`config.mk`:
```
export PLATFORM = sky130hd
export DESIGN_NAME = dhp_host_port
export DESIGN_NICKNAME = d
export VERILOG_FILES = /design/src/rtl/dhp_pkg.sv /design/src/rtl/dhp_host_port.sv
export SDC_FILE = /design/constraint.sdc
export NUM_CORES = 1
export LEC_CHECK = 0
export BUFFER_PORTS_ARGS = -buffer_cell sky130_fd_sc_hd__buf_2
export CAP_MARGIN = 20
export CORE_UTILIZATION = 40
export CTS_CLUSTER_DIAMETER = 30
export DETAILED_ROUTE_END_ITERATION = 16
export PLACE_DENSITY = 0.59
export SLEW_MARGIN = 10
export SYNTH_ARGS = -nofsm -noshare
export SYNTH_HDL_FRONTEND = slang
export SYNTH_SLANG_ARGS = --single-unit
```
`constraint.sdc`:
```
create_clock -name mclk -period 2.05 [get_ports mclk]
set_input_delay 0.205 -clock mclk [delete_from_list [all_inputs] [get_ports mclk]]
set_output_delay 0.205 -clock mclk [all_outputs]
set_load 0.03 [all_outputs]
```
`src/rtl/dhp_pkg.sv`:
```
// Constants shared by the dual channel host bus port
package dhp_pkg;
  localparam int          ADDR_W        = 3;
  localparam int          DATA_W        = 8;
  localparam int          NUM_CHAN      = 2;
  localparam int          NUM_REGS      = 8;
  localparam int          SYNC_STAGES   = 2;
  // Modem control register index and its output control bit
  localparam logic [2:0]  MODEM_CTRL_INDEX   = 3'h4;
  localparam int          MODEM_CTRL_OUT_BIT = 3;
  localparam logic [7:0]  REG_RESET_VAL = 8'h00;
  // Read and write strobe edges reach the core this many cycles after the pin
  localparam int          EDGE_LAT      = 3;
  typedef enum logic [2:0] {
    ST_IDLE  = 3'b001,
    ST_READ  = 3'b010,
    ST_WRITE = 3'b100
  } dhp_state_type;
endpackage

```
`src/rtl/dhp_host_port.sv`:
```
// Asynchronous 8-bit host bus port for two register channels
`timescale 1ns/10ps

module dhp_host_port
  import dhp_pkg::*;
#(
  parameter int ADDR_WIDTH = ADDR_W,
  parameter int DATA_WIDTH = DATA_W
)(
  input  wire logic                  mclk,
  input  wire logic                  resetn,
  input  wire logic [ADDR_WIDTH-1:0] reg_select_lines,
  input  wire logic [DATA_WIDTH-1:0] data_in,
  output logic      [DATA_WIDTH-1:0] data_out,
  output logic                       data_oe,
  input  wire logic                  read_strobe_n,
  input  wire logic                  write_strobe_n,
  input  wire logic                  chan_one_select_n,
  input  wire logic                  chan_two_select_n,
  input  wire logic [NUM_CHAN-1:0]   chan_irq_req,
  input  wire logic [NUM_CHAN-1:0]   tx_space_avail,
  input  wire logic [NUM_CHAN-1:0]   rx_data_avail,
  output logic                       chan_one_irq,
  output logic                       chan_one_irq_oe,
  output logic                       chan_two_irq,
  output logic                       chan_two_irq_oe,
  output logic                       chan_one_gp_out_n,
  output logic                       chan_two_gp_out_n,
  output logic                       chan_one_tx_ready_n,
  output logic                       chan_two_tx_ready_n,
  output logic                       chan_one_rx_ready_n,
  output logic                       chan_two_rx_ready_n
);

  // Refused at elaboration: register bank and pin packing assume these widths
  if (ADDR_WIDTH != ADDR_W || DATA_WIDTH != DATA_W)
  begin : g_bad_width
    $error("dhp_host_port: only a 3-bit address and 8-bit data are served");
  end

  // Pin synchronisers: all bus pins are asynchronous to mclk
  localparam int PW = ADDR_WIDTH + DATA_WIDTH + 4;
  logic [PW-1:0] sync1_r;
  logic [PW-1:0] sync2_r;
  logic          rd_n_d_r;
  logic          wr_n_d_r;

  always_ff @(posedge mclk or negedge resetn)
  begin
    if (!resetn)
    begin
      sync1_r  <= {PW{1'b1}};
      sync2_r  <= {PW{1'b1}};
      rd_n_d_r <= 1'b1;
      wr_n_d_r <= 1'b1;
    end
    else
    begin
      sync1_r  <= {reg_select_lines, data_in, read_strobe_n, write_strobe_n,
                   chan_one_select_n, chan_two_select_n};
      sync2_r  <= sync1_r;
      rd_n_d_r <= sync2_r[3];
      wr_n_d_r <= sync2_r[2];
    end
  end

  wire [ADDR_WIDTH-1:0] addr_s  = sync2_r[PW-1 -: ADDR_WIDTH];
  wire [DATA_WIDTH-1:0] wdata_s = sync2_r[DATA_WIDTH+3:4];
  wire                  rd_n_s  = sync2_r[3];
  wire                  wr_n_s  = sync2_r[2];
  wire [NUM_CHAN-1:0]   sel_s   = ~sync2_r[1:0] & 2'h3;
  // Bit 1 is channel one, bit 0 is channel two
  wire                  sel_one = sel_s[1];
  wire                  sel_two = sel_s[0] & ~sel_s[1];
  wire                  any_sel = sel_one | sel_two;
  wire                  rd_fall = rd_n_d_r & ~rd_n_s;
  wire                  wr_fall = wr_n_d_r & ~wr_n_s;
  wire                  wr_rise = ~wr_n_d_r & wr_n_s;
  wire                  rd_rise = ~rd_n_d_r & rd_n_s;

  dhp_state_type state_r;
  dhp_state_type state_nxt;
  logic [ADDR_WIDTH-1:0] addr_r;
  logic                  chan_r;

  always_comb
  begin
    state_nxt = state_r;
    unique case (state_r)
      ST_IDLE:
        if (rd_fall && any_sel)
          state_nxt = ST_READ;
        else if (wr_fall && any_sel)
          state_nxt = ST_WRITE;
      ST_READ:
        if (rd_rise || !any_sel)
          state_nxt = ST_IDLE;
      ST_WRITE:
        if (wr_rise || !any_sel)
          state_nxt = ST_IDLE;
      default:
        state_nxt = ST_IDLE;
    endcase
  end

  // Register storage, one bank of eight bytes per channel
  logic [DATA_WIDTH-1:0] regs_r [NUM_CHAN][NUM_REGS];
  wire                   do_write = (state_r == ST_WRITE) && wr_rise;
  wire [DATA_WIDTH-1:0]  rd_byte  = regs_r[chan_r][addr_r];

  always_ff @(posedge mclk or negedge resetn)
  begin
    if (!resetn)
    begin
      state_r <= ST_IDLE;
      addr_r  <= '0;
      chan_r  <= 1'b0;
    end
    else
    begin
      state_r <= state_nxt;
      if (state_r == ST_IDLE && (rd_fall || wr_fall) && any_sel)
      begin
        addr_r <= addr_s;
        chan_r <= sel_two;
      end
    end
  end

  genvar c;
  genvar r;
  generate
    for (c = 0; c < NUM_CHAN; c++)
    begin : g_chan
      for (r = 0; r < NUM_REGS; r++)
      begin : g_reg
        always_ff @(posedge mclk or negedge resetn)
        begin
          if (!resetn)
            regs_r[c][r] <= REG_RESET_VAL;
          else if (do_write && chan_r == 1'(c) && addr_r == ADDR_WIDTH'(r))
            regs_r[c][r] <= wdata_s;
        end
      end
    end
  endgenerate

  // Drive the bus only while a selected read is open; floats otherwise
  wire rd_drive = (state_r == ST_READ) && !rd_n_s && any_sel;

  always_ff @(posedge mclk or negedge resetn)
  begin
    if (!resetn)
    begin
      data_out <= '0;
      data_oe  <= 1'b0;
    end
    else
    begin
      data_out <= rd_byte;
      data_oe  <= rd_drive;
    end
  end

  // Output control bit per channel
  wire out2_one = regs_r[0][MODEM_CTRL_INDEX][MODEM_CTRL_OUT_BIT];
  wire out2_two = regs_r[1][MODEM_CTRL_INDEX][MODEM_CTRL_OUT_BIT];

  always_ff @(posedge mclk or negedge resetn)
  begin
    if (!resetn)
    begin
      chan_one_irq        <= 1'b0;
      chan_two_irq        <= 1'b0;
      chan_one_irq_oe     <= 1'b0;
      chan_two_irq_oe     <= 1'b0;
      chan_one_gp_out_n   <= 1'b1;
      chan_two_gp_out_n   <= 1'b1;
      chan_one_tx_ready_n <= 1'b1;
      chan_two_tx_ready_n <= 1'b1;
      chan_one_rx_ready_n <= 1'b1;
      chan_two_rx_ready_n <= 1'b1;
    end
    else
    begin
      chan_one_irq        <= chan_irq_req[0];
      chan_two_irq        <= chan_irq_req[1];
      chan_one_irq_oe     <= out2_one;
      chan_two_irq_oe     <= out2_two;
      chan_one_gp_out_n   <= ~out2_one;
      chan_two_gp_out_n   <= ~out2_two;
      chan_one_tx_ready_n <= ~tx_space_avail[0];
      chan_two_tx_ready_n <= ~tx_space_avail[1];
      chan_one_rx_ready_n <= ~rx_data_avail[0];
      chan_two_rx_ready_n <= ~rx_data_avail[1];
    end
  end
endmodule

```
==> results of run 1 <==
==> metal layers <==
layer  global-route usage  up-vias  wire length (um)
li1                     -     1959                 -
met1                0.238     2272              7380
met2                0.286       61              7720
met3               0.0390       24               477
met4               0.0664        0               271
met5                    0        -                 0
==> state kept, by name (all words and copies together) (netlist names), 3 cells and up <==
| register | count |
|---|---|
| addr_r | 3 |
| data_out | 8 |
| regs_r | 126 |
| state_r | 3 |
| sync1_r | 15 |
| sync2_r | 15 |
==> final timing paths <==
check / start / to / slack [ps]
max: state_r[1]$_DFFE_PN0P_ / regs_r[99]$_DFFE_PN0P_ / 40
min reg2reg: sync1_r[13]$_DFF_PN1_ / sync2_r[13]$_DFF_PN1_ / 360
min: resetn / chan_two_irq_oe$_DFF_PN0_ / 310
max reg2reg: state_r[1]$_DFFE_PN0P_ / regs_r[99]$_DFFE_PN0P_ / 40
max in group asynchronous: resetn / sync1_r[8]$_DFF_PN1_ / 980
min in group mclk: sync1_r[13]$_DFF_PN1_ / sync2_r[13]$_DFF_PN1_ / 360
==> repair_timing <==
item,4_1_cts,5_1_grt
pin swaps,2,1
hold endpoints to repair,69,0
gates resized for setup,1,4
hold buffers,22,0
endpoints found under the setup margin,18,47
buffers inserted,3,1
==> cells in the mapped netlist <==
library cell | instances | area share
dfrtp_1 | 147 | 0.48
mux2_2 | 123 | 0.18
dfstp_2 | 39 | 0.13
mux2i_1 | 32 | 0.042
mux4_2 | 16 | 0.047
o221ai_1 | 16 | 0.018
clkbuf_1 | 13 | 0.0064
buf_2 | 11 | 0.0072
nor2_1 | 11 | 0.0054
a21oi_1 | 10 | 0.0065
inv_1 | 8 | 0.0039
mux2_4 | 8 | 0.016
nor2_2 | 8 | 0.0065
nand2b_1 | 7 | 0.0057
o22ai_1 | 7 | 0.0057
nand2_1 | 3 | 0.0015
nor2b_1 | 3 | 0.0024
nor3_4 | 3 | 0.0064
o21ai_0 | 3 | 0.0020
and3_1 | 2 | 0.0016
buf_4 | 2 | 0.0020
nand3_1 | 2 | 0.0013
a31oi_1 | 1 | 0.00082
buf_1 | 1 | 0.00049
buf_6 | 1 | 0.0015
nand3_2 | 1 | 0.0013
nand3_4 | 1 | 0.0023
nand4_1 | 1 | 0.00082
nand4b_1 | 1 | 0.0011
nor3b_1 | 1 | 0.00098
nor3b_4 | 1 | 0.0024
nor4b_4 | 1 | 0.0031
o22a_1 | 1 | 0.0011
o2bb2ai_1 | 1 | 0.0011
or2_2 | 1 | 0.00082
or3_1 | 1 | 0.00082
==> layout make-up <==
class                      instances  area [um2]  share of cell area
timing repair buffer              97         777              0.0839
clock inverter                    12         184              0.0199
sequential                       186        4700               0.508
tap                              234         293              0.0316
multi-input combinational        266        2820               0.304
clock buffer                      20         457              0.0493
inverter                           8        30.0             0.00324
==> logic make-up after synthesis <==
family	share of synthesized area
compound gates	0.0356
buf+inv	0.0214
flops	0.613
mux	0.285
simple gates	0.0446
==> critical path: stages, from the launching register on <==
cell,delay (ps)
dfrtp_1,430
nor3b_4,350
nor4b_4,410
nand3_2,330
mux2_2,370
==> power by group <==
group	internal, mW	leakage, nW	switching (mW)
Combinational	0.846	1.66	1.22
Sequential	4.02	2.44	0.233
Clock	2.13	0.308	1.43
Total	6.99	4.41	2.87
==> impl_metrics.csv, run 1 <==
group,metric,value,unit
outcome,status,"complete, no violations",
timing,finalHoldViolCount,0,
setup_path,worstSetupPathType,"reg2reg",
timing,rsz0062_at_grt,"yes",
placed_design,dpl_cell_area,8350,um2
routing,drt-wirelength-per-cell,19.3,um
layout,areaGrowthSynthToFinish,20.8,%
routing,vias,4316,
clock_network,cts_buffer_depth,2,
setup_path,crit_fanout,8,
clock_network,cts_tree,"done",
grt,gr-total-overflow,0,
placed_design,dp_hpwl,10.6,mm
layout,antennaDiodeCount,0,
power,peakVddDrop,0.604,mV
setup_path,r2r_cells,4,
grt,grt_pass1_vias,4645,
yosys,yosysWarnings,0,
clock_network,htreeDepth,4,
timing,period_share,0.982,
yosys,avgSynthCellArea,15.7,um2
power,p_per_area,1070,nW/um2
layout,final_cell_mix,"dfrtp_1, mux2_2, buf_2",
floorplan,die_w,140,um
floorplan,coreArea,18800,um2
routing,drc,0,
power,finalPower,9.87,mW
setup_path,worst_setup_path_end_kind,"register",
timing,finClkSkew,7.77,ps
floorplan,dieArea,19700,um2
clock_network,clock_latency,430,ps
grt,antenna_found_initial,0,
yosys,syn_inst,488,
floorplan,rows,50,
timing,setup_slack,36.0,ps
worst_hold_path,hold_path_class,"in2async",
grt,grt_pass1_wl,26.2,mm
placed_design,routabilityCongestion,0.805,
setup_path,cp-start-kind,"register",
yosys,syn-cell-area,7670,um2
routing,ant_nets,0,
layout,nNetsFinal,599,
yosys,synth.distinct_cells,36,
routing,first_iter_violations,184,
layout,drive_above_1_share,0.531,
layout,utilization,0.494,
job,maxCapViolations,0,
floorplan,initial_core_util,0.409,
yosys,synth_fp_nets,511,
timing,worst_pin_slew,545,ps
floorplan,fp.dieH,140,um
layout,stdcell_count,823,
setup_path,required,2370,ps
timing,slew_headroom,0.637,
yosys,synth_seq_cells,186,
layout,mostFrequentLayoutCell,"dfrtp_1",
timing,setup_viol,0,
timing,fin_tns_setup,0,ps
yosys,seq_area_frac_synth,0.613,
clock_network,cts_root_buf,"clkbuf_16",
routing,viasPerCell,5.24,
clock_network,clock-sinks,186,
clock_network,clk_pin_slew,70,ps
floorplan,pin_count,42,
layout,fill_cells,1620,
setup_path,arrival,2330,ps
routing,routed_wl,15.8,mm
grt,grt_max_degree,64,
routing,dr.pass1.iters,6,
placed_design,port_buffers,41,
grt,track_usage,0.178,
placed_design,dp.cells,765,
timing,final-max-slew-violation-count,0,
clock_network,cts_made_buffers,17,
timing,max_freq,497,MHz
placed_design,post-place-ws,-82.2,ps
timing,finalCriticalPeriod,2010,ps
power,p_leak,4.41,nW
timing,hold_slack,308,ps
layout,finalInstanceArea,9260,um2
(Power assumes the default switching activity.)
==> run 2, diff against run 1 <==
Settings changed: CORE_ASPECT_RATIO from default to 0.8.
==> run 2 against run 1 <==
  * Worst setup slack improved by 99 ps
  * Die area about the same
  * Clock power decreased by 3%
  * Sequential share of layout area increased by 0.062 points
  * Sequential power about the same
  * Flip-flop and latch count unchanged
  * Largest power group unchanged
  * Final area decreased by 0.12%
  * Clock-buffer cell count decreased by 2
  * Cell count increased by 1.8%
  * Critical path depth increased by 2
  * Core utilization increased by 0.81 points
  * Combinational power increased by 2%
==> impl_metrics.csv, run 2 (same netlist as run 1, synthesis figures left out) <==
group,metric,value,unit
outcome,status,"complete, no violations",
setup_path,arrival,2230,ps
routing,viasPerCell,5.17,
timing,slew_headroom,0.682,
clock_network,cts_buffer_depth,2,
clock_network,clk_pin_slew,70,ps
routing,dr.pass1.iters,5,
floorplan,rows,44,
routing,routed_wl,15.8,mm
grt,grt_pass1_vias,4495,
routing,first_iter_violations,258,
power,peakVddDrop,0.505,mV
setup_path,required,2360,ps
power,p_per_area,1060,nW/um2
placed_design,post-place-ws,-81.5,ps
layout,antennaDiodeCount,0,
routing,drt-wirelength-per-cell,18.9,um
timing,setup_slack,135,ps
clock_network,cts_tree,"done",
routing,drc,0,
clock_network,cts_root_buf,"clkbuf_16",
clock_network,clock_latency,430,ps
layout,drive_above_1_share,0.530,
routing,ant_nets,0,
floorplan,coreArea,18400,um2
placed_design,port_buffers,41,
grt,grt_max_degree,59,
floorplan,dieArea,19700,um2
layout,seqCellArea,4700,um2
floorplan,fp.dieH,126,um
layout,mostFrequentLayoutCell,"dfrtp_1",
layout,areaGrowthSynthToFinish,20.7,%
timing,finalHoldViolCount,0,
timing,rsz0062_at_grt,"no",
timing,finClkSkew,10.2,ps
layout,nNetsFinal,595,
layout,fill_cells,1558,
timing,setup_viol,0,
timing,final-max-slew-violation-count,0,
timing,period_share,0.934,
power,finalPower,9.82,mW
grt,track_usage,0.175,
routing,vias,4330,
timing,fin_tns_setup,0,ps
placed_design,routabilityCongestion,0.814,
clock_network,cts_made_buffers,17,
timing,finalCriticalPeriod,1910,ps
grt,antenna_found_initial,0,
timing,worst_pin_slew,476,ps
clock_network,clock-sinks,186,
setup_path,worst_setup_path_end_kind,"register",
setup_path,cp-start-kind,"register",
power,p_leak,4.38,nW
grt,grt_pass1_wl,25.2,mm
setup_path,worstSetupPathType,"reg2reg",
layout,multi_input_area,2820,um2
grt,gr-total-overflow,0,
clock_network,htreeDepth,4,
layout,largest-register,"regs_r",
timing,hold_slack,298,ps
floorplan,die_w,157,um
worst_hold_path,hold_path_class,"in2async",
layout,largest_register_ffs,126,
floorplan,initial_core_util,0.416,
layout,largestRegisters,"regs_r (126), sync1_r (15), sync2_r (15)",
timing,max_freq,522,MHz
floorplan,pin_count,42,
job,maxCapViolations,0,
placed_design,dp_hpwl,10.5,mm
layout,final_cell_mix,"dfrtp_1, mux2_2, buf_2",
setup_path,crit_fanout,8,
## run 2: cell types whose count changed in the layout (fill, tap and decap cells not counted), sizes merged
| cell | previous run | this run |
|---|---|---|
| buf | 74 | 70 |
| clkbuf | 21 | 19 |
| clkinv | 1 | 6 |
| inv | 13 | 10 |
## run 2: worst paths after layout
path | startpoint | end | slack (ps) | depth (start not counted)
setup / recovery | state_r[1]$_DFFE_PN0P_ | regs_r[33]$_DFFE_PN0P_ | 140 | 6
max in group asynchronous | resetn | sync2_r[6]$_DFF_PN1_ | 990 | 3
hold reg to reg | sync1_r[0]$_DFF_PN1_ | sync2_r[0]$_DFF_PN1_ | 360 | 0
hold / removal | resetn | regs_r[69]$_DFFE_PN0P_ | 300 | 2
min in group mclk | sync1_r[0]$_DFF_PN1_ | sync2_r[0]$_DFF_PN1_ | 360 | 0
setup reg to reg | state_r[1]$_DFFE_PN0P_ | regs_r[33]$_DFFE_PN0P_ | 140 | 6
## run 2: final cells by class
type,instances,area share
multi-input cells,266,0.305
flip-flops and latches,186,0.509
clock inverters,14,0.0210
clock buffers,18,0.0475
well taps,253,0.0342
repair buffers,93,0.0807
inverters,8,0.00325
## run 2: stage by stage
stage / std cells / util / instance area [um2]
floorplan: 488 / - / 7670
global placement: 780 / 0.453 / 8350
detailed placement: 780 / 0.453 / 8350
CTS: 837 / 0.501 / 9240
global route: 838 / 0.502 / 9250
finish: 838 / 0.502 / 9250
## run 2: what timing repair did
item	CTS	global route
setup buffers	3	1
hold buffers	22	0
endpoints found under the setup margin	88	52
pin swaps	2	1
gates resized for setup	4	1
hold endpoints to repair	63	0
## run 2: routing by layer
layer  GRT usage  vias up  part of all wire
met2       0.265       77              0.48
met1       0.246     2293              0.46
met5           0        -                 0
met3      0.0427       14             0.051
li1            -     1946                 -
met4      0.0554        0             0.011
## run 2: report_power, final
part | total, mW | internal (mW) | switching, mW
clock | 3.46 | 2.08 | 1.38
sequential | 4.26 | 4.02 | 0.236
combinational | 2.10 | 0.850 | 1.25
## run 2: worst max-delay path, cell delays in order (launching register included)
cell     delay [ps]
dfrtp_1         430
nor3b_4         350
nand3_4         140
buf_4           180
nor3_4          140
buf_4           210
mux2_2          350
==> run 3, diff against run 2 <==
Settings changed: PLACE_DENSITY 0.59 to 0.61.
Clock period 2.05 ns to 1.6 ns, I/O delays scaled along.
==> run 3 against run 2 <==
  * The flow now finishes with violations (setup timing)
  * Register-to-register slack worse by 350 ps
  * Critical endpoint is now regs_r[47]$_DFFE_PN0P_
  * Final area is 9.5% higher
  * Combinational power is 81% higher
  * Fmax is 5.3% higher
  * Flip-flop and latch count stayed put
  * Clock power is 18% higher
  * Sequential power is 28% higher
  * Critical path depth is 2 lower
  * First-iteration DRC count is 4.3% higher
==> impl_metrics.csv, run 3 (same netlist as run 1, synthesis figures left out) <==
group,metric,value,unit
power,swShare,0.314,
setup_path,path_cells,"nor3b_4 > nand3_4 > or3_4 > mux2_4",
timing,max_freq,550,MHz
setup_path,r2r_cells,4,
layout,antennaDiodeCount,0,
routing,viasPerCell,5.18,
placed_design,routabilityCongestion,0.764,
placed_design,dp.cells,798,
placed_design,post-place-ws,-267,ps
outcome,violations,"setup timing",
clock_network,cts_root_buf,"clkbuf_16",
layout,mostFrequentLayoutCell,"dfrtp_1",
setup_path,worst_path_max_delay_cell,"or3_4",
timing,final-max-slew-violation-count,0,
timing,slew_headroom,0.720,
grt,gr-total-overflow,0,
setup_path,crit_fanout,8,
layout,drive_above_1_share,0.595,
setup_path,required,1920,ps
timing,hold_slack,224,ps
setup_path,cp-start-kind,"register",
layout,largest-register,"regs_r",
power,p_per_area,1320,nW/um2
floorplan,pin_count,42,
timing,setup_viol,136,
setup_path,worst_setup_path_end_kind,"register",
timing,period_share,1.14,
timing,worst_pin_slew,420,ps
setup_path,worstSetupPathType,"reg2reg",
clock_network,cts_made_buffers,17,
outcome,status,"finished, violations left",
worst_hold_path,hold_path_class,"in2async",
layout,fill_cells,1459,
floorplan,dieArea,19700,um2
clock_network,clock-sinks,186,
timing,setup_slack,-219,ps
power,p_int,9.13,mW
timing,fin_tns_setup,-24260,ps
setup_path,slowest_delay,450,ps
placed_design,dp_hpwl,10.5,mm
layout,stdcell_count,856,
power,p_leak,4.64,nW
routing,drt-wirelength-per-cell,20.4,um
grt,antenna_found_initial,0,
clock_network,clk_pin_slew,70,ps
layout,areaGrowthSynthToFinish,32.1,%
grt,grt_max_degree,51,
routing,dr.pass1.iters,4,
floorplan,fp.dieH,126,um
placed_design,port_buffers,41,
layout,largest_register_ffs,126,
layout,final_cell_mix,"dfrtp_1, mux2_4, buf_2",
routing,ant_nets,0,
job,maxCapViolations,0,
power,pwr-share-comb,0.285,
timing,finalHoldViolCount,0,
clock_network,cts_tree,"done",
routing,vias,4436,
routing,routed_wl,17.5,mm
setup_path,arrival,2140,ps
floorplan,initial_core_util,0.416,
routing,drc,0,
power,netSwitchingPower,4.19,mW
grt,grt_pass1_vias,4827,
power,power_frac_seq,0.408,
layout,nNetsFinal,613,
grt,track_usage,0.196,
timing,finClkSkew,7.75,ps
timing,rsz0062_at_grt,"yes",
layout,seqCellArea,4710,um2
clock_network,cts_buffer_depth,2,
layout,multi_input_area,3390,um2
floorplan,rows,44,
floorplan,die_w,157,um
floorplan,coreArea,18400,um2
clock_network,clock_latency,440,ps
timing,finalCriticalPeriod,1820,ps
power,p_clk_frac,0.307,
power,peakVddDrop,0.726,mV
grt,grt_pass1_wl,28.5,mm
routing,first_iter_violations,269,
layout,largestRegisters,"regs_r (126), sync1_r (15), sync2_r (15)",
clock_network,htreeDepth,4,
==> run 3: cell count changes in the layout (fill, tap and decap cells not counted), moves of 6 or more <==
cell	previous run	this run
buf_12	7	19
mux2i_1	32	26
o221ai_2	0	10
mux2_2	123	34
mux2_4	8	97
o221ai_1	16	4
nor2_4	0	8
==> run 3: final timing paths <==
check                                  startpoint                     end  slack [ps]
setup / recovery           state_r[1]$_DFFE_PN0P_  regs_r[47]$_DFFE_PN0P_        -220
hold / removal                             resetn  chan_two_irq$_DFF_PN0_         220
setup reg to reg           state_r[1]$_DFFE_PN0P_  regs_r[47]$_DFFE_PN0P_        -220
hold reg to reg              sync1_r[9]$_DFF_PN1_    sync2_r[9]$_DFF_PN1_         350
max in group asynchronous                  resetn    sync2_r[7]$_DFF_PN1_         710
min in group mclk            sync1_r[9]$_DFF_PN1_    sync2_r[9]$_DFF_PN1_         350
==> run 3: cell type report <==
cell class | count | area share
Clock buffer | 19 | 0.0437
Clock inverter | 13 | 0.0116
Inverter | 8 | 0.00334
Multi-Input combinational cell | 266 | 0.335
Sequential cell | 186 | 0.465
Tap cell | 253 | 0.0313
Timing Repair Buffer | 111 | 0.110
==> run 3: per-stage QoR <==
stage | power, mW | util | instance area (um2)
floorplan | 7.35 | - | 7870
global placement | 8.48 | 0.477 | 8790
detailed placement | 8.53 | 0.477 | 8790
CTS | 13.3 | 0.544 | 10000
global route | 13.9 | 0.549 | 10100
finish | 13.3 | 0.549 | 10100
==> run 3: power by group through the flow <==
stage	Sequential, mW	Clock, mW	Combinational (mW)
floorplan	5.61	0	1.74
finish	5.44	4.08	3.80
global placement	5.53	0	2.95
CTS	5.43	4.20	3.63
detailed placement	5.55	0	2.98
global route	5.50	4.38	4.03
==> run 3: layer usage <==
| layer | vias to the layer above | routed length [um] | GRT usage |
|---|---|---|---|
| met5 | - | 0 | 0 |
| met4 | 0 | 165 | 0.0536 |
| met3 | 13 | 413 | 0.0427 |
| met2 | 59 | 8400 | 0.298 |
| met1 | 2382 | 8510 | 0.283 |
| li1 | 1982 | - | - |
==> run 3: timing repair <==
action | CTS | global route
pin swaps | 14 | 9
resized for setup | 75 | 30
hold buffers | 22 | 0
cloned | 3 | 0
endpoints found under the hold margin | 64 | 0
setup buffers | 5 | 1
endpoints found under the setup margin | 139 | 140
==> run 3: critical path: cells and delay by family (launching register included) <==
kind / cells / cell delay (ps)
DFF: 1 / 430
muxes: 1 / 330
and+or+nand+nor: 3 / 930
